**config.mk**
```make
export PLATFORM = sky130hd
export DESIGN_NAME = acm_top
export DESIGN_NICKNAME = d
export VERILOG_FILES = /design/src/logic/acm_pkg.sv /design/src/logic/acm_mult.sv /design/src/logic/acm_top.sv
export VERILOG_INCLUDE_DIRS = /design/src /design/src/logic
export SDC_FILE = /design/constraint.sdc
export NUM_CORES = 1
export LEC_CHECK = 0
export BUFFER_PORTS_ARGS = -buffer_cell sky130_fd_sc_hd__buf_4
export CAP_MARGIN = 20
export CORE_UTILIZATION = 40
export CTS_CLUSTER_DIAMETER = 60
export CTS_CLUSTER_SIZE = 12
export DETAILED_ROUTE_END_ITERATION = 8
export PLACE_DENSITY = 0.59
export SYNTH_ARGS = -nofsm -noshare
export SYNTH_HDL_FRONTEND = slang
export SYNTH_SLANG_ARGS = --single-unit
export TNS_END_PERCENT = 50
```
**constraint.sdc**
```tcl
create_clock -name sys_clk_i -period 16.2 [get_ports sys_clk_i]
set_input_delay 3.24 -clock sys_clk_i [delete_from_list [all_inputs] [get_ports sys_clk_i]]
set_output_delay 3.24 -clock sys_clk_i [all_outputs]
set_load 0.03 [all_outputs]
```
**src/logic/acm_params.svh**
```systemverilog
// offsets, field positions, reset values and latencies of the angle-to-code mapper
// assumes inclusion by bare name from the package only; the mapper modules do not include it
`ifndef ACM_PARAMS_SVH
`define ACM_PARAMS_SVH

`define ACM_ADDR_ZERO_ANGLE   4'h7
`define ACM_ADDR_GAIN_LOW     4'h9
`define ACM_ADDR_LOWER_LIMIT  4'hA
`define ACM_ADDR_UPPER_LIMIT  4'hB
`define ACM_ADDR_SW_GAIN_HIGH 4'hE
`define ACM_ADDR_CUST_CTRL    4'hF

`define ACM_GAIN_LOW_MSB      15
`define ACM_GAIN_LOW_LSB      3
`define ACM_LIMIT_MSB         12
`define ACM_SW_ANGLE_MSB      15
`define ACM_SW_ANGLE_LSB      6
`define ACM_GAIN_HIGH_MSB     5
`define ACM_SLOPE_BIT         8

`define ACM_RST_ZERO_ANGLE    16'h0000
`define ACM_RST_GAIN_LOW      16'h2000
`define ACM_RST_LOWER_LIMIT   16'h0100
`define ACM_RST_UPPER_LIMIT   16'h12FF
`define ACM_RST_SW_GAIN_HIGH  16'hFFC1

// product keeps 14 gain fraction bits; code = offset * gain * 8192 / 65536
`define ACM_PROD_SHIFT        17
`define ACM_PIPE_LATENCY      3

`endif

```
**src/logic/acm_pkg.sv**
```systemverilog
// types shared by the angle-to-code mapper
// assumes acm_params.svh on the include path
package acm_pkg;
  `include "acm_params.svh"

  typedef enum logic {
    ACM_SLOPE_RISE = 1'b0,
    ACM_SLOPE_FALL = 1'b1
  } acm_slope_t;

  typedef struct packed {
    logic        en;
    logic [3:0]  addr;
    logic [15:0] data;
  } acm_prog_wr_t;

  typedef struct packed {
    logic [12:0] lo;
    logic [12:0] hi;
  } acm_limits_t;
endpackage

```
**src/logic/acm_mult.sv**
```systemverilog
// registered unsigned multiplier: angle offset by range gain
// assumes one clock, synchronous active-low reset
`timescale 1ns/1ns
module acm_mult
  import acm_pkg::*;
(
  input  wire logic        sys_clk_i,
  input  wire logic        rst_b_i,
  input  wire logic [15:0] offset_i,
  input  wire logic [18:0] gain_i,
  output logic      [34:0] prod_o
);
  always_ff @(posedge sys_clk_i) begin
    if (!rst_b_i) begin
      prod_o <= 35'h0_0000_0000;
    end else begin
      // both operands widened so the product keeps all 35 bits
      prod_o <= {19'h0_0000, offset_i} * {16'h0000, gain_i};
    end
  end
endmodule

```
**src/logic/acm_top.sv**
```systemverilog
// angle-to-output mapper: stored words, gain, wrap switch and limit clamp
// assumes angle words from the same-clock angle path and word writes
// from the programming-pin decoder; output code feeds the converter
//
// Contract
// - low gain word 9h bits 15..3 weigh 2^-2 down to 2^-14
// - unused stored bits written zero; readback of them arbitrary
// - word Ah bits 12..0 give lower limit code, valid 256..4864
// - word Bh bits 12..0 give upper limit code, one count per bit
// - word Eh bits 5..0 are gain high part, joined above low part
// - word Eh bits 15..6 are switch angle, fraction of half turn
// - rising slope and angle above switch angle drives lower limit
// - control bit 8 selects slope: 0 rising, 1 falling
`timescale 1ns/1ns
module acm_top
  import acm_pkg::*;
(
  input  wire logic         sys_clk_i,
  input  wire logic         rst_b_i,
  input  wire acm_prog_wr_t prog_wr_i,
  input  wire logic [3:0]   prog_rd_addr_i,
  output logic      [15:0]  prog_rd_data_o,
  input  wire logic [15:0]  angle_i,
  input  wire logic         angle_valid_i,
  output logic      [12:0]  dac_code_o,
  output logic              dac_valid_o
);
  logic [15:0] zero_angle_reg;
  logic [12:0] gain_low_reg;
  logic [5:0]  gain_high_reg;
  logic [9:0]  sw_angle_reg;
  acm_limits_t limits_reg;
  acm_slope_t  slope_reg;

  logic        wr_zero;
  logic        wr_gain_low;
  logic        wr_lo;
  logic        wr_hi;
  logic        wr_sw;
  logic        wr_ctrl;

  function automatic logic hit(input acm_prog_wr_t w, input logic [3:0] a);
    hit = w.en && (w.addr == a);
  endfunction

  assign wr_zero     = hit(prog_wr_i, `ACM_ADDR_ZERO_ANGLE);
  assign wr_gain_low = hit(prog_wr_i, `ACM_ADDR_GAIN_LOW);
  assign wr_lo       = hit(prog_wr_i, `ACM_ADDR_LOWER_LIMIT);
  assign wr_hi       = hit(prog_wr_i, `ACM_ADDR_UPPER_LIMIT);
  assign wr_sw       = hit(prog_wr_i, `ACM_ADDR_SW_GAIN_HIGH);
  assign wr_ctrl     = hit(prog_wr_i, `ACM_ADDR_CUST_CTRL);

  // stored words
  always_ff @(posedge sys_clk_i) begin
    if (!rst_b_i) begin
      zero_angle_reg <= `ACM_RST_ZERO_ANGLE;
    end else if (wr_zero) begin
      zero_angle_reg <= prog_wr_i.data;
    end
  end

  always_ff @(posedge sys_clk_i) begin
    if (!rst_b_i) begin
      gain_low_reg <= 13'(`ACM_RST_GAIN_LOW >> `ACM_GAIN_LOW_LSB);
    end else if (wr_gain_low) begin
      gain_low_reg <= prog_wr_i.data[`ACM_GAIN_LOW_MSB:`ACM_GAIN_LOW_LSB];
    end
  end

  always_ff @(posedge sys_clk_i) begin
    if (!rst_b_i) begin
      limits_reg.lo <= 13'(`ACM_RST_LOWER_LIMIT);
      limits_reg.hi <= 13'(`ACM_RST_UPPER_LIMIT);
    end else begin
      if (wr_lo) begin
        limits_reg.lo <= prog_wr_i.data[`ACM_LIMIT_MSB:0];
      end
      if (wr_hi) begin
        limits_reg.hi <= prog_wr_i.data[`ACM_LIMIT_MSB:0];
      end
    end
  end

  always_ff @(posedge sys_clk_i) begin
    if (!rst_b_i) begin
      sw_angle_reg  <= 10'(`ACM_RST_SW_GAIN_HIGH >> `ACM_SW_ANGLE_LSB);
      gain_high_reg <= 6'(`ACM_RST_SW_GAIN_HIGH);
    end else if (wr_sw) begin
      sw_angle_reg  <= prog_wr_i.data[`ACM_SW_ANGLE_MSB:`ACM_SW_ANGLE_LSB];
      gain_high_reg <= prog_wr_i.data[`ACM_GAIN_HIGH_MSB:0];
    end
  end

  always_ff @(posedge sys_clk_i) begin
    if (!rst_b_i) begin
      slope_reg <= ACM_SLOPE_RISE;
    end else if (wr_ctrl) begin
      slope_reg <= acm_slope_t'(prog_wr_i.data[`ACM_SLOPE_BIT]);
    end
  end

  // readback; unused bits return zero
  logic [15:0] rd_next;
  always_comb begin
    rd_next = 16'h0000;
    unique case (prog_rd_addr_i)
      `ACM_ADDR_ZERO_ANGLE:   rd_next = zero_angle_reg;
      `ACM_ADDR_GAIN_LOW:     rd_next = {gain_low_reg, 3'h0};
      `ACM_ADDR_LOWER_LIMIT:  rd_next = {3'h0, limits_reg.lo};
      `ACM_ADDR_UPPER_LIMIT:  rd_next = {3'h0, limits_reg.hi};
      `ACM_ADDR_SW_GAIN_HIGH: rd_next = {sw_angle_reg, gain_high_reg};
      `ACM_ADDR_CUST_CTRL:    rd_next = {7'h00, slope_reg, 8'h00};
      default:                rd_next = 16'h0000;
    endcase
  end

  always_ff @(posedge sys_clk_i) begin
    if (!rst_b_i) begin
      prog_rd_data_o <= 16'h0000;
    end else begin
      prog_rd_data_o <= rd_next;
    end
  end

  // stage 1: offset from zero angle, settings snapshot
  logic [15:0] offset_reg;
  logic        v1_reg;
  logic        v2_reg;
  logic        over1_reg;
  logic        over2_reg;
  acm_limits_t lim1_reg;
  acm_limits_t lim2_reg;
  acm_slope_t  slope1_reg;
  acm_slope_t  slope2_reg;
  logic [15:0] offset_next;

  assign offset_next = angle_i - zero_angle_reg;

  always_ff @(posedge sys_clk_i) begin
    if (!rst_b_i) begin
      offset_reg <= 16'h0000;
      over1_reg  <= 1'b0;
      lim1_reg   <= '0;
      slope1_reg <= ACM_SLOPE_RISE;
    end else if (angle_valid_i) begin
      offset_reg <= offset_next;
      over1_reg  <= offset_next[15:6] > sw_angle_reg;
      lim1_reg   <= limits_reg;
      slope1_reg <= slope_reg;
    end
  end

  always_ff @(posedge sys_clk_i) begin
    if (!rst_b_i) begin
      v1_reg <= 1'b0;
      v2_reg <= 1'b0;
    end else begin
      v1_reg <= angle_valid_i;
      v2_reg <= v1_reg;
    end
  end

  // stage 2: product of offset and joined gain
  logic [34:0] prod;

  acm_mult u_mult (
    .sys_clk_i (sys_clk_i),
    .rst_b_i   (rst_b_i),
    .offset_i  (offset_reg),
    .gain_i    ({gain_high_reg, gain_low_reg}),
    .prod_o    (prod)
  );

  always_ff @(posedge sys_clk_i) begin
    if (!rst_b_i) begin
      over2_reg  <= 1'b0;
      lim2_reg   <= '0;
      slope2_reg <= ACM_SLOPE_RISE;
    end else if (v1_reg) begin
      over2_reg  <= over1_reg;
      lim2_reg   <= lim1_reg;
      slope2_reg <= slope1_reg;
    end
  end

  // stage 3: slope, wrap switch, clamp
  logic [17:0] delta;
  logic [18:0] span;
  logic [18:0] rise_sum;
  logic [12:0] code_next;

  assign delta    = prod[34:`ACM_PROD_SHIFT];
  assign span     = {6'h00, lim2_reg.hi} - {6'h00, lim2_reg.lo};
  assign rise_sum = {6'h00, lim2_reg.lo} + {1'b0, delta};

  always_comb begin
    code_next = lim2_reg.lo;
    if (slope2_reg == ACM_SLOPE_RISE && over2_reg) begin
      code_next = lim2_reg.lo;
    end else if (slope2_reg == ACM_SLOPE_FALL && over2_reg) begin
      code_next = lim2_reg.hi;
    end else if ({1'b0, delta} >= span) begin
      code_next = (slope2_reg == ACM_SLOPE_RISE) ? lim2_reg.hi : lim2_reg.lo;
    end else if (slope2_reg == ACM_SLOPE_RISE) begin
      code_next = rise_sum[12:0];
    end else begin
      code_next = 13'(lim2_reg.hi - delta[12:0]);
    end
  end

  always_ff @(posedge sys_clk_i) begin
    if (!rst_b_i) begin
      dac_code_o  <= 13'(`ACM_RST_LOWER_LIMIT);
      dac_valid_o <= 1'b0;
    end else begin
      dac_valid_o <= v2_reg;
      if (v2_reg) begin
        dac_code_o <= code_next;
      end
    end
  end

  // checks
  chk_code_above_lo: assert property (@(posedge sys_clk_i) disable iff (!rst_b_i)
    v2_reg && lim2_reg.lo <= lim2_reg.hi |=> dac_code_o >= $past(lim2_reg.lo))
    else $error("output code below lower limit");

  chk_code_below_hi: assert property (@(posedge sys_clk_i) disable iff (!rst_b_i)
    v2_reg && lim2_reg.lo <= lim2_reg.hi |=> dac_code_o <= $past(lim2_reg.hi))
    else $error("output code above upper limit");

  chk_wrap_to_lo: assert property (@(posedge sys_clk_i) disable iff (!rst_b_i)
    angle_valid_i && slope_reg == ACM_SLOPE_RISE
      && (offset_next[15:6] > sw_angle_reg) && !wr_lo
      |-> ##3 dac_code_o == $past(limits_reg.lo, 3))
    else $error("rising slope past switch angle did not give lower limit");

  chk_pipe_latency: assert property (@(posedge sys_clk_i) disable iff (!rst_b_i)
    angle_valid_i |-> ##3 dac_valid_o)
    else $error("output valid not three cycles after angle valid");

  chk_slope_store: assert property (@(posedge sys_clk_i) disable iff (!rst_b_i)
    wr_ctrl |=> slope_reg == acm_slope_t'($past(prog_wr_i.data[8])))
    else $error("slope bit not stored");

  chk_gain_low_store: assert property (@(posedge sys_clk_i) disable iff (!rst_b_i)
    wr_gain_low |=> gain_low_reg == $past(prog_wr_i.data[`ACM_GAIN_LOW_MSB:`ACM_GAIN_LOW_LSB]))
    else $error("low gain word not stored from bits 15 to 3");

  chk_limit_store: assert property (@(posedge sys_clk_i) disable iff (!rst_b_i)
    wr_lo && !wr_hi |=> limits_reg.lo == $past(prog_wr_i.data[12:0])
      && $stable(limits_reg.hi))
    else $error("lower limit write not stored");

  chk_sw_gain_split: assert property (@(posedge sys_clk_i) disable iff (!rst_b_i)
    wr_sw |=> {sw_angle_reg, gain_high_reg} == $past(prog_wr_i.data))
    else $error("switch angle and high gain split wrong");

  chk_fall_gain_zero: assert property (@(posedge sys_clk_i) disable iff (!rst_b_i)
    v2_reg && slope2_reg == ACM_SLOPE_FALL && !over2_reg && delta == 18'h0_0000
      && lim2_reg.lo < lim2_reg.hi |=> dac_code_o == $past(lim2_reg.hi))
    else $error("falling slope at zero offset not at upper limit");
endmodule
```
### Word level (Yosys, flattened, before mapping)

Cells that the tools add are included.

* logic and storage cells: 56
* bits of input ports: 44
* register bits after elaboration: 211
* output and inout port bits: 30

* add/subtract/negate cells: 4
* bitwise logic cells: 1
* $lt $le $gt $ge: 2
* reductions and logical operators: 8
* eq/ne operators: 12
* multipliers: 1
* muxes and demuxes: 6

Operators by type and width (count)
* 16-bit case mux with 6 select lines: 1
* 13-bit two-way mux: 5
* 4-bit == test (second input constant): 10
* 16-bit by 19-bit multiplier with 35-bit output: 1
* 18-bit by 19-bit greater-or-equal comparator with 1-bit output: 1
* 16-bit subtractor: 1
* 13-bit by 13-bit subtractor with 14-bit output: 1
* 13-bit adder: 1
* 13-bit subtractor: 1
* 10-bit greater-than comparator: 1
* 4-bit by 3-bit == test with 1-bit output (second input constant): 2
* 1-bit logical AND: 8
* 1-bit NOT: 1

### Logic depth before layout (Yosys ltp)

Gate-level depths: netlist of run 1.

* word-level depth: 5
* mapped depth: 23
* depth with buffers taken out: 21

### Hierarchy

A second synthesis of run 1 with hierarchy kept.

* cell total of the unflattened synthesis: 2423
* area total of the unflattened synthesis: 21035.2 um2

By module, submodules not included
* acm_mult: seq. area each 700.7 um2, area an instance 11021.8 um2, instances 1, cells each 1250
* acm_top: seq. area each 3523.4 um2, area an instance 10013.4 um2, instances 1, cells each 1173

### Worst setup path before layout of run 1

Ideal clock, no wire load.

* path type: flip-flop to flip-flop
* start: register offset_reg[9]
* end: register u_mult.prod_o[31]
* period minus slack after synthesis: 5981 ps
* slack: 10219 ps
* setup time: 115 ps
* stages on the path, launching flop included: 24
* path buffers: 2
* required time: 16085 ps
* arrival: 5866 ps
* path through: dfxtp_1 clkbuf_1 clkbuf_1 nand2_1 fa_1 inv_1 fa_1 inv_1 fa_1 inv_1 fa_1 fa_1 inv_1 fa_1 inv_1 ha_1 and4_1 and2_1 nand3_1 o211a_1 o31ai_1 a21o_1 a211oi_1 a2111oi_0

* cells in the longest elaborated chain, start to end: 1

Ends and longest elaborated chain
* start: declaration: RTL line acm_top.sv:126 `logic [15:0] offset_reg;`
* start signal: assignment: RTL line acm_top.sv:146 `offset_reg <= offset_next;`
* 16-bit by 19-bit multiplier with 35-bit output: RTL line acm_mult.sv:18 `prod_o <= {19'h0_0000, offset_i} * {16'h0000, gain_i};`
* end signal: assignment: RTL line acm_mult.sv:18
* end: declaration: RTL line acm_mult.sv:11 `output logic [34:0] prod_o`

No other way between the ends.
A chain may end at the register's enable or synchronous reset.

### Worst setup path after layout of run 1

* start: register gain_low_reg[10]
* end: register u_mult.prod_o[26]

* cells in the longest elaborated chain, start to end: 1

Ends and longest elaborated chain
* start: declaration: RTL line acm_top.sv:29 `logic [12:0] gain_low_reg;`
* start signal: assignment: RTL line acm_top.sv:64 `` gain_low_reg <= 13'(`ACM_RST_GAIN_LOW >> `ACM_GAIN_LOW_LSB); ``
* start signal: assignment: RTL line acm_top.sv:66 `` gain_low_reg <= prog_wr_i.data[`ACM_GAIN_LOW_MSB:`ACM_GAIN_LOW_LSB]; ``
* 16-bit by 19-bit multiplier with 35-bit output: RTL line acm_mult.sv:18

No other way between the ends.

==> impl_results.md, run 1 <==
- Peak Freq: 141.3 MHz
- CTS Root Cell: clkbuf_16
- Leakage Power: 0.009990 uW
- Number of gates resized after CTS: 0
- Initial core utilization: 40.61%
- CP Capture Type: flop
- Final WL: 56,400 um
- Hold Fails Final Rpt: 0
- Most common cell after layout, fill and taps aside: inv_1
- CTS tree: done
- Max-Cap Viols: 0
- Antenna violations before repair: 0
- Synth async-reset ratio: 0%
- Die W: 224.9 um
- Gr usage total: 22.82%
- Worst-skew pair later-pin latency: 0.46 ns
- Row count: 81
- Post-DP HPWL: 44,310 um
- Seq/Total Area, Yosys: 19.54%
- Port bufs: 73
- Mapped Cells: 2,291
- H-tree lvl count: 4
- Max_slew headroom: 27.45%
- DR top layer: met4
- Die area: 50,600 um2
- DR vias: 15,770
- Synth top area share: 24.07%
- Worst-Margin Slew: 1.084 ns
- First-pass GRT wire length: 88,850 um
- Required @ worst endpoint: 16.52 ns
- EDFF count, synth: 0
- Initial detailed-routing violation count: 1,298
- Net count, final: 2,753
- # IOs: 74
- R2R cell count: 19
- Setup CP Type: reg -> reg
- Wire length on met1: 26,210 um
- Worst setup SP type: flop
- Post-Syn Area: 19,880 um2
- Largest net degree at the start of global routing: 90
- CORE AREA: 48,950 um2
- Die height: 224.9 um
- Clock Skew: 0.02423 ns
- Type of the most critical hold path: reg -> reg
- DRT antenna net count: 0
- Synth area leader: fa_1
- Top_reg_cell synth: dfxtp_1
- Final setup viols: 0
- Routed len/inst: 19.04 um
- Flops & latches, synth: 194
- Final hold slack: 0.4640 ns
- Met3 wire len: 3274 um
- Vias per cell: 5.323
- Total CTS buffers: 17
- Remaining DRCs: 0
- Synth Net Count: 2,759
- Post-CTS Setup Inserts: 0
- Pins Over Slew Limit: 0
- RSZ-0062 raised after global routing: false
- Worst path arrival time: 7.40 ns
- Overflow after GRT: 0
- Cell Pwr Density: 60.68 nW/um2
- GP Congestion: 0.9290
- Share of layout cells above drive strength 1: 6.266%
- Min-Delay Path Depth: 2
- Clock transition at path regs: 0.08 ns
- Antenna cells: 0
- Synth Area per Inst: 8.678 um2
- Period utilisation layout: 43.69%
- Hold buffers post-CTS: 0
- Detailed-router iteration count before antenna repair: 6
- Area contributors post-synth: fa_1 24%, dfxtp_1 20%, ha_1 12%
- Final Critical Period: 7.078 ns
- Max Root-Sink Buffers: 2
- Synth-to-Final Area Change: 8.679%
- Status: finished clean
- Most frequent cells in the layout: 342 x inv_1, 297 x nand2_1, 239 x fa_1
- Worst vdd ir: 0.04658 mV
- CTS sink count: 194
- Vias in the first global route: 15,840
- DR WL met2: 25,300 um
- Critical Path Fanout Max: 18
- TNS Setup: 0 ns
- Yosys warning total: 0
- Number of distinct library cells after synthesis: 73
[cell families (layout without fill, tap and decap cells)]
family	Yosys count	after routing	share of synthesized area, %
AND/OR/NAND/NOR	744	744	17.63
buffers and inverters	458	465	8.723
adder cells (fa/ha/maj)	424	424	35.71
AO/OA/AOI/OAI	324	324	10.95
flip-flops	194	194	19.54
multiplexers	100	100	5.381
XOR/XNOR	47	47	2.071
[final cells by class]
cell class,count,area [um2]
Timing Repair Buffer,87,653.1
Fill cell,4816,27350
Inverter,346,1301
Multi-Input combinational cell,1639,14280
Clock inverter,15,232.7
Sequential cell,194,3885
Clock buffer,17,425.4
Tap cell,664,830.8
[power by group]
group	total, uW	switching, uW	leakage (uW)	internal, uW
Sequential	536	43.7	0.00158	493
Combinational	305	176	0.00809	129
Clock	470	215	0.000319	254
[critical path: stages (launching register included)]
cell      delay, ns
dfxtp_1        0.96
nand2_1        0.20
fa_1           0.55
fa_1           0.50
fa_1           0.55
inv_1          0.05
fa_1           0.50
fa_1           0.50
inv_1          0.05
fa_1           0.47
inv_1          0.04
ha_1           0.34
a21oi_1        0.42
o21ai_0        0.36
a22oi_1        0.32
o211ai_1       0.21
a221oi_1       0.48
o21ai_0        0.20
xnor2_1        0.17
nor2_1         0.06
[Yosys cell counts, drive strengths merged (4+ instances only)]
library cell and number:
inv 343, nand2 297, fa 239, dfxtp 194, ha 185, and2 154
nor2 150, clkbuf 100, a21oi 90, mux2i 90, o21ai 45, nand3 39
xnor2 32, o211ai 26, a211oi 21, nor3 21, a21o 19, a31oi 18
a22oi 15, nor2b 15, xor2 15, o21a 14, buf 12, nand4 12
a222oi 11, nand2b 11, a22o 9, o31ai 9, or3 8, and3 7
a311oi 6, nor4 6, and4 5, mux2 5, mux4 5, o21bai 5
or2 5, nor3b 4, o2111ai 4, o22ai 4
[worst paths after layout]
check / startpoint / to / slack (ns)
setup reg to reg: gain_low_reg[10] / u_mult.prod_o[26] / 9.12
hold reg to reg: dac_code_o[2] / dac_code_o[2] / 0.46
setup / recovery: gain_low_reg[10] / u_mult.prod_o[26] / 9.12
hold / removal: dac_code_o[2] / dac_code_o[2] / 0.46
[layer usage]
metal,GRT usage (%),vias to the layer above
met1,31.42,7797
li1,-,7435
met3,4.107,68
met4,7.812,0
met5,0,-
met2,35.93,468
[metrics by stage]
stage | cell area [um2] | setup slack, ns | util [%] | total power [uW] | instances
2_1_floorplan | 19880 | 10.22 | - | 753.2 | 2291
3_3_place_gp | 20950 | 9.244 | 42.79 | 843.6 | 2930
3_5_place_dp | 20950 | 9.215 | 42.79 | 850.0 | 2930
4_1_cts | 21610 | 9.188 | 44.14 | 1317 | 2962
5_1_grt | 21610 | 8.787 | 44.14 | 1381 | 2962
6_report | 21610 | 9.122 | 44.14 | 1311 | 2962
No activity file was read; power rests on OpenSTA's default activity.
==> run 2: changes to the inputs <==
Clock period 16.2 ns to 7.3 ns, I/O delays scaled along.
==> run 2 against run 1 <==
Core utilization is 0.25 points higher. Flip-flop and latch count did not move. Non-clock buffer count grew 18. Critical endpoint is now u_mult.prod_o[31].
==> impl_results.md, run 2 (synthesis gave the netlist of run 1 again) <==
- Final hold slack: 0.4693 ns (+0.005320 ns)
- R2r setup slk: 0.77 ns (-8.36 ns)
- Status: finished clean
- Antenna cells: 0 (unchanged)
- Vias per cell: 5.329 (+0.10%)
- TNS Setup: 0 ns (unchanged)
- Required @ worst endpoint: 7.64 ns (-8.88 ns)
- Stages on the worst setup path: 19 (unchanged)
- CTS tree: done
- Setup CP Type: reg -> reg
- Final Critical Period: 6.533 ns (-0.5449 ns)
- Die height: 224.9 um (unchanged)
- Hold Fails Final Rpt: 0 (unchanged)
- Synth-to-Final Area Change: 9.296%
- Number of gates resized after CTS: 0 (unchanged)
- Row count: 81 (unchanged)
- Routed len/inst: 19.25 um (+1.1%)
- CTS sink count: 194 (unchanged)
- Post-CTS Setup Inserts: 0 (unchanged)
- Most frequent cells in the layout: 342 x inv_1, 297 x nand2_1, 239 x fa_1
- Most common cell after layout, fill and taps aside: inv_1
- Worst path arrival time: 6.88 ns (-0.52 ns)
- Largest net degree at the start of global routing: 81 (-10%)
- Slowest stage delay, CP: 0.92 ns (-0.04 ns)
- Leakage Power: 0.01008 uW (+0.86%)
- Peak Freq: 153.1 MHz (+8.3%)
- RSZ-0062 raised after global routing: false
- CP Capture Type: flop
- Worst vdd ir: 0.1722 mV (+270%)
- Clock Skew: 0.01619 ns (-0.008046 ns)
- Clock transition at path regs: 0.08 ns (about the same)
- Worst path slowest cell: dfxtp_1
- Delay-heaviest family, CP: adder cells
- CP dominant cell by count: fa_1
- CP Cell Sequence: nand2_1 -> fa_1 -> inv_1 -> fa_1 -> fa_1 -> fa_1 -> fa_1 -> inv_1 -> fa_1 -> inv_1 -> ha_1 -> and4_1 -> and2_1 -> nand3_1 -> o211a_1 -> o31ai_1 -> a21o_1 -> a211oi_1 -> a2111oi_0
- Antenna violations before repair: 1 (+1)
- Die area: 50,600 um2 (unchanged)
- Footprint of the multi-input gates: 14,280 um2 (unchanged)
- Gr usage total: 23.33% (+0.52 points)
- Worst-Margin Slew: 1.063 ns (-0.02059 ns)
- Final WL: 57,350 um (+1.7%)
- Overflow after GRT: 0 (unchanged)
- Worst min-delay path startpoint: dac_code_o[2]
- Die W: 224.9 um (unchanged)
- Final setup viols: 0 (unchanged)
- Initial detailed-routing violation count: 1,248 (-3.9%)
- GP Congestion: 0.9434 (+1.6%)
- Pins Over Slew Limit: 0 (unchanged)
- Remaining DRCs: 0 (unchanged)
- Worst setup SP type: flop
- Cell Pwr Density: 133.7 nW/um2 (+120%)
- DRT antenna net count: 0 (unchanged)
- Net count, final: 2,771 (+0.65%)
- # IOs: 74 (unchanged)
- Share of layout cells above drive strength 1: 6.995% (+0.73 points)
- DR vias: 15,880 (+0.71%)
- Dpl ws: 0.7654 ns (-8.449 ns)
- Detailed-router iteration count before antenna repair: 6 (unchanged)
- Max Root-Sink Buffers: 2 (unchanged)
- Post-DP HPWL: 46,130 um (+4.1%)
- Worst-skew pair later-pin latency: 0.47 ns (about the same)
- RR Endpoint: u_mult.prod_o[31]
- CTS Root Cell: clkbuf_16
- First-pass GRT wire length: 90,550 um (+1.9%)
- Max_slew headroom: 28.88% (+1.4 points)
- WP buf/inv: 3 (unchanged)
- Total CTS buffers: 17 (unchanged)
- Final Worst Setup Slack: 0.7670 ns (-8.355 ns)
- Reg area: 3885 um2 (unchanged)
- Filler cell count: 4,801 (-0.31%)
- CORE AREA: 48,950 um2 (unchanged)
- Worst r2r src: gain_low_reg[8]
- Hold buffers post-CTS: 0 (unchanged)
- Worst hold endpoint: dac_code_o[2]
- H-tree lvl count: 4 (unchanged)
- R2R cell count: 19 (unchanged)
- Critical Path Fanout Max: 18 (unchanged)
- Period utilisation layout: 89.49% (+46 points)
- Port bufs: 73 (unchanged)
- Vias in the first global route: 15,950 (+0.70%)
- Initial core utilization: 40.61% (unchanged)
- Max-Cap Viols: 0 (unchanged)
- Type of the most critical hold path: reg -> reg
- Min-Delay Path Depth: 2 (unchanged)
## run 2: changes by cell type in the layout (fill, tap and decap cells not counted), sizes merged
cell | before | now
clkinvlp | 1 | 0
inv | 350 | 351
bufinv | 3 | 1
clkinv | 7 | 9
buf | 87 | 105
## run 2: layout make-up
cell class | instances | area share [%]
clock inverter | 15 | 1.013
sequential | 194 | 17.88
inverter | 346 | 5.989
clock buffer | 17 | 1.958
tap | 664 | 3.824
timing repair buffer | 105 | 3.628
multi-input combinational | 1639 | 65.71
## run 2: how the worst max path moves through the flow
stage,from,endpoint,slack (ns)
finish,gain_low_reg[8],u_mult.prod_o[31],0.77
global route,offset_reg[1],u_mult.prod_o[31],0.36
CTS,gain_low_reg[8],u_mult.prod_o[31],0.75
detailed placement,gain_low_reg[8],u_mult.prod_o[31],0.77
global placement,gain_low_reg[8],u_mult.prod_o[31],0.89
floorplan,offset_reg[9],u_mult.prod_o[31],1.32
## run 2: routing by layer
metal | routed length (um) | GRT usage (%) | up-vias | share of wire (%)
met1 | 25990 | 31.92 | 7762 | 45
met5 | 0 | 0 | - | 0
li1 | - | - | 7469 | -
met2 | 25500 | 36.43 | 564 | 44
met4 | 2390 | 10.23 | 0 | 4.2
met3 | 3467 | 3.611 | 85 | 6.0
## run 2: power breakdown
part | internal (uW) | leakage [uW] | switching [uW] | total [uW]
sequential | 1090 | 0.00158 | 84.4 | 1180
clock | 508 | 0.000311 | 520 | 1030
combinational | 293 | 0.00819 | 406 | 699
total | 1890 | 0.0101 | 1010 | 2900
## run 2: stage by stage
stage	total power, uW	utilization [%]	cells	instance area, um2
after floorplan	1671	-	2291	19880
after detailed placement	1896	43.07	2948	21080
after CTS	2924	44.39	2980	21730
after global placement	1882	43.07	2948	21080
after global routing	3058	44.39	2980	21730
final	2905	44.39	2980	21730
## run 2: worst reg2reg max path, cell delays in order (launching register included)
cell and delay [ns]:
dfxtp_1 0.92, nand2_1 0.20, fa_1 0.57, inv_1 0.05
fa_1 0.52, fa_1 0.58, fa_1 0.43, fa_1 0.49
inv_1 0.05, fa_1 0.47, inv_1 0.04, ha_1 0.29
and4_1 0.27, and2_1 0.17, nand3_1 0.10, o211a_1 0.27
o31ai_1 0.36, a21o_1 0.21, a211oi_1 0.08, a2111oi_0 0.33
==> run 3: changes to the inputs <==
Settings changed: BUFFER_PORTS_ARGS -buffer_cell sky130_fd_sc_hd__buf_4 to default, DONT_BUFFER_PORTS from default to 1, PLACE_DENSITY 0.59 to 0.57, REMOVE_ABC_BUFFERS from default to 1, SLEW_MARGIN from default to 20.
==> run 3 against run 2 <==
The run now ends with DRC left. Register-to-register slack worse by 0.05 ns. Clock power about the same. Cell count shrank 2.3%. First-iteration DRC count fell by 0.48%. Worst setup slack worse by 0.048 ns. Largest power group unchanged.
==> impl_results.md, run 3 (synthesis gave the netlist of run 1 again) <==
- Initial core utilization: 40.61% (unchanged)
- RSZ-0062 raised after global routing: false
- Overflow after GRT: 0 (unchanged)
- Final WL: 59,080 um (+3.0%)
- Final Critical Period: 6.581 ns (+0.04761 ns)
- Worst setup SP type: flop
- Antenna cells: 0 (unchanged)
- GP Congestion: 0.8990 (-4.7%)
- Post-DP HPWL: 47,300 um (+2.5%)
- Worst path arrival time: 6.91 ns (+0.03 ns)
- Failing checks: DRC
- Pins Over Slew Limit: 0 (unchanged)
- CP Launch Point: gain_low_reg[10]
- Vias in the first global route: 15,790 (-1.0%)
- Port bufs: 0 (-100%)
- Hold Fails Final Rpt: 0 (unchanged)
- CTS tree: done
- Period utilisation layout: 90.15% (+0.65 points)
- Worst-skew pair later-pin latency: 0.47 ns (about the same)
- Max_slew headroom: 30.27% (+1.4 points)
- Max-Cap Viols: 0 (unchanged)
- CP Capture Point: u_mult.prod_o[31]
- Detailed-router iteration count before antenna repair: 9 (+3)
- Setup CP Type: reg -> reg
- # IOs: 74 (unchanged)
- Required @ worst endpoint: 7.62 ns (-0.02 ns)
- First-pass GRT wire length: 92,990 um (+2.7%)
- Vias per cell: 5.386 (+1.1%)
- Die height: 224.9 um (unchanged)
- Max Root-Sink Buffers: 2 (unchanged)
- DR vias: 15,680 (-1.2%)
- Antenna violations before repair: 0 (-1)
- Status: finished, violations left
- Critical Path Fanout Max: 18 (unchanged)
- CP Capture Type: flop
- Leakage Power: 0.009733 uW (-3.4%)
- Clock Skew: 0.02792 ns (+0.01174 ns)
- R2R cell count: 19 (unchanged)
- CTS sink count: 194 (unchanged)
- Worst-Margin Slew: 1.042 ns (-0.02085 ns)
- Gr usage total: 24.06% (+0.73 points)
- Final Cell Area: 21,210 um2 (-2.4%)
- Worst r2r src: gain_low_reg[10]
- Remaining DRCs: 1 (+1)
- Routed len/inst: 20.29 um (+5.4%)
- R2r setup slk: 0.72 ns (-0.05 ns)
- DP Area: 20,580 um2 (-2.4%)
- Hold buffers post-CTS: 0 (unchanged)
- CORE AREA: 48,950 um2 (unchanged)
- RR Endpoint: u_mult.prod_o[31]
- Cell Pwr Density: 134.4 nW/um2 (+0.55%)
- Most common cell after layout, fill and taps aside: inv_1
- Total CTS buffers: 17 (unchanged)
- Total power draw: 2851 uW (-1.9%)
- Worst vdd ir: 0.1619 mV (-6.0%)
- Final Worst Setup Slack: 0.7194 ns (-0.04761 ns)
- Dpl ws: 0.7807 ns (+0.01530 ns)
- Clock transition at path regs: 0.09 ns (about the same)
- Die area: 50,600 um2 (unchanged)
- Synth-to-Final Area Change: 6.684%
- TNS Setup: 0 ns (unchanged)
- Post-CTS Setup Inserts: 0 (unchanged)
- CTS Root Cell: clkbuf_16
- Largest net degree at the start of global routing: 80 (-1.2%)
- DRT antenna net count: 0 (unchanged)
- Final setup viols: 0 (unchanged)
- Die W: 224.9 um (unchanged)
- Peak Freq: 152.0 MHz (-0.72%)
- H-tree lvl count: 4 (unchanged)
- Final hold slack: 0.4857 ns (+0.01635 ns)
- Row count: 81 (unchanged)
- Initial detailed-routing violation count: 1,242 (-0.48%)
- Filler cell count: 4,836 (+0.73%)
- Net count, final: 2,703 (-2.5%)
- Type of the most critical hold path: reg -> reg
- Share of layout cells above drive strength 1: 4.181% (-2.8 points)
- Most frequent cells in the layout: 342 x inv_1, 297 x nand2_1, 239 x fa_1
- Number of gates resized after CTS: 0 (unchanged)
-- run 3: cell count changes in the layout (fill, tap and decap cells not counted), sizes merged --
cell	previous run	this run
clkbuf	17	19
bufinv	1	2
inv	351	348
buf	105	37
-- run 3: where the power goes --
group          leakage [uW]  switching [uW]  internal [uW]  total (uW)
Sequential          0.00158            92.2           1090        1190
Clock              0.000306             481            534        1020
Combinational       0.00785             373            277         650
Total               0.00973             947           1900        2850
-- run 3: per-layer routing --
layer | wire, um | track usage [%] | up-vias
met5 | 0 | 0 | -
met4 | 1109 | 6.254 | 0
met3 | 3376 | 3.155 | 61
met2 | 27160 | 38.71 | 508
met1 | 27430 | 33.95 | 7781
li1 | - | - | 7333
-- run 3: critical path: stages (launching register included) --
cell and delay [ns]:
dfxtp_1 0.88, nand2_1 0.18, fa_1 0.56, inv_1 0.06
fa_1 0.51, fa_1 0.58, fa_1 0.46, fa_1 0.50
inv_1 0.05, fa_1 0.47, inv_1 0.04, ha_1 0.37
and4_1 0.23, and2_1 0.15, nand3_1 0.10, o211a_1 0.28
o31ai_1 0.39, a21o_1 0.22, a211oi_1 0.08, a2111oi_0 0.33
-- run 3: how the worst min path moves through the flow --
stage                       startpoint            endpoint  cells past startpoint
floorplan                    over1_reg           over1_reg                      2
global placement    zero_angle_reg[12]  zero_angle_reg[12]                      2
detailed placement  zero_angle_reg[14]  zero_angle_reg[14]                      2
CTS                 zero_angle_reg[14]  zero_angle_reg[14]                      2
global route        zero_angle_reg[12]  zero_angle_reg[12]                      2
finish              zero_angle_reg[12]  zero_angle_reg[12]                      2
-- run 3: stage by stage --
| step | std cells | utilization (%) |
|---|---|---|
| 2_1_floorplan | 2179 | - |
| 3_3_place_gp | 2880 | 42.04 |
| 3_5_place_dp | 2880 | 42.04 |
| 4_1_cts | 2912 | 43.33 |
| 5_1_grt | 2912 | 43.33 |
| 6_report | 2912 | 43.33 |
-- run 3: cell type report --
cell class | count | area (um2) | area share, %
Clock inverter | 13 | 188.9 | 0.8908
Inverter | 346 | 1301 | 6.135
Sequential cell | 194 | 3885 | 18.32
Timing Repair Buffer | 37 | 277.8 | 1.310
Multi-Input combinational cell | 1639 | 14280 | 67.34
Clock buffer | 19 | 442.9 | 2.088
Tap cell | 664 | 830.8 | 3.917
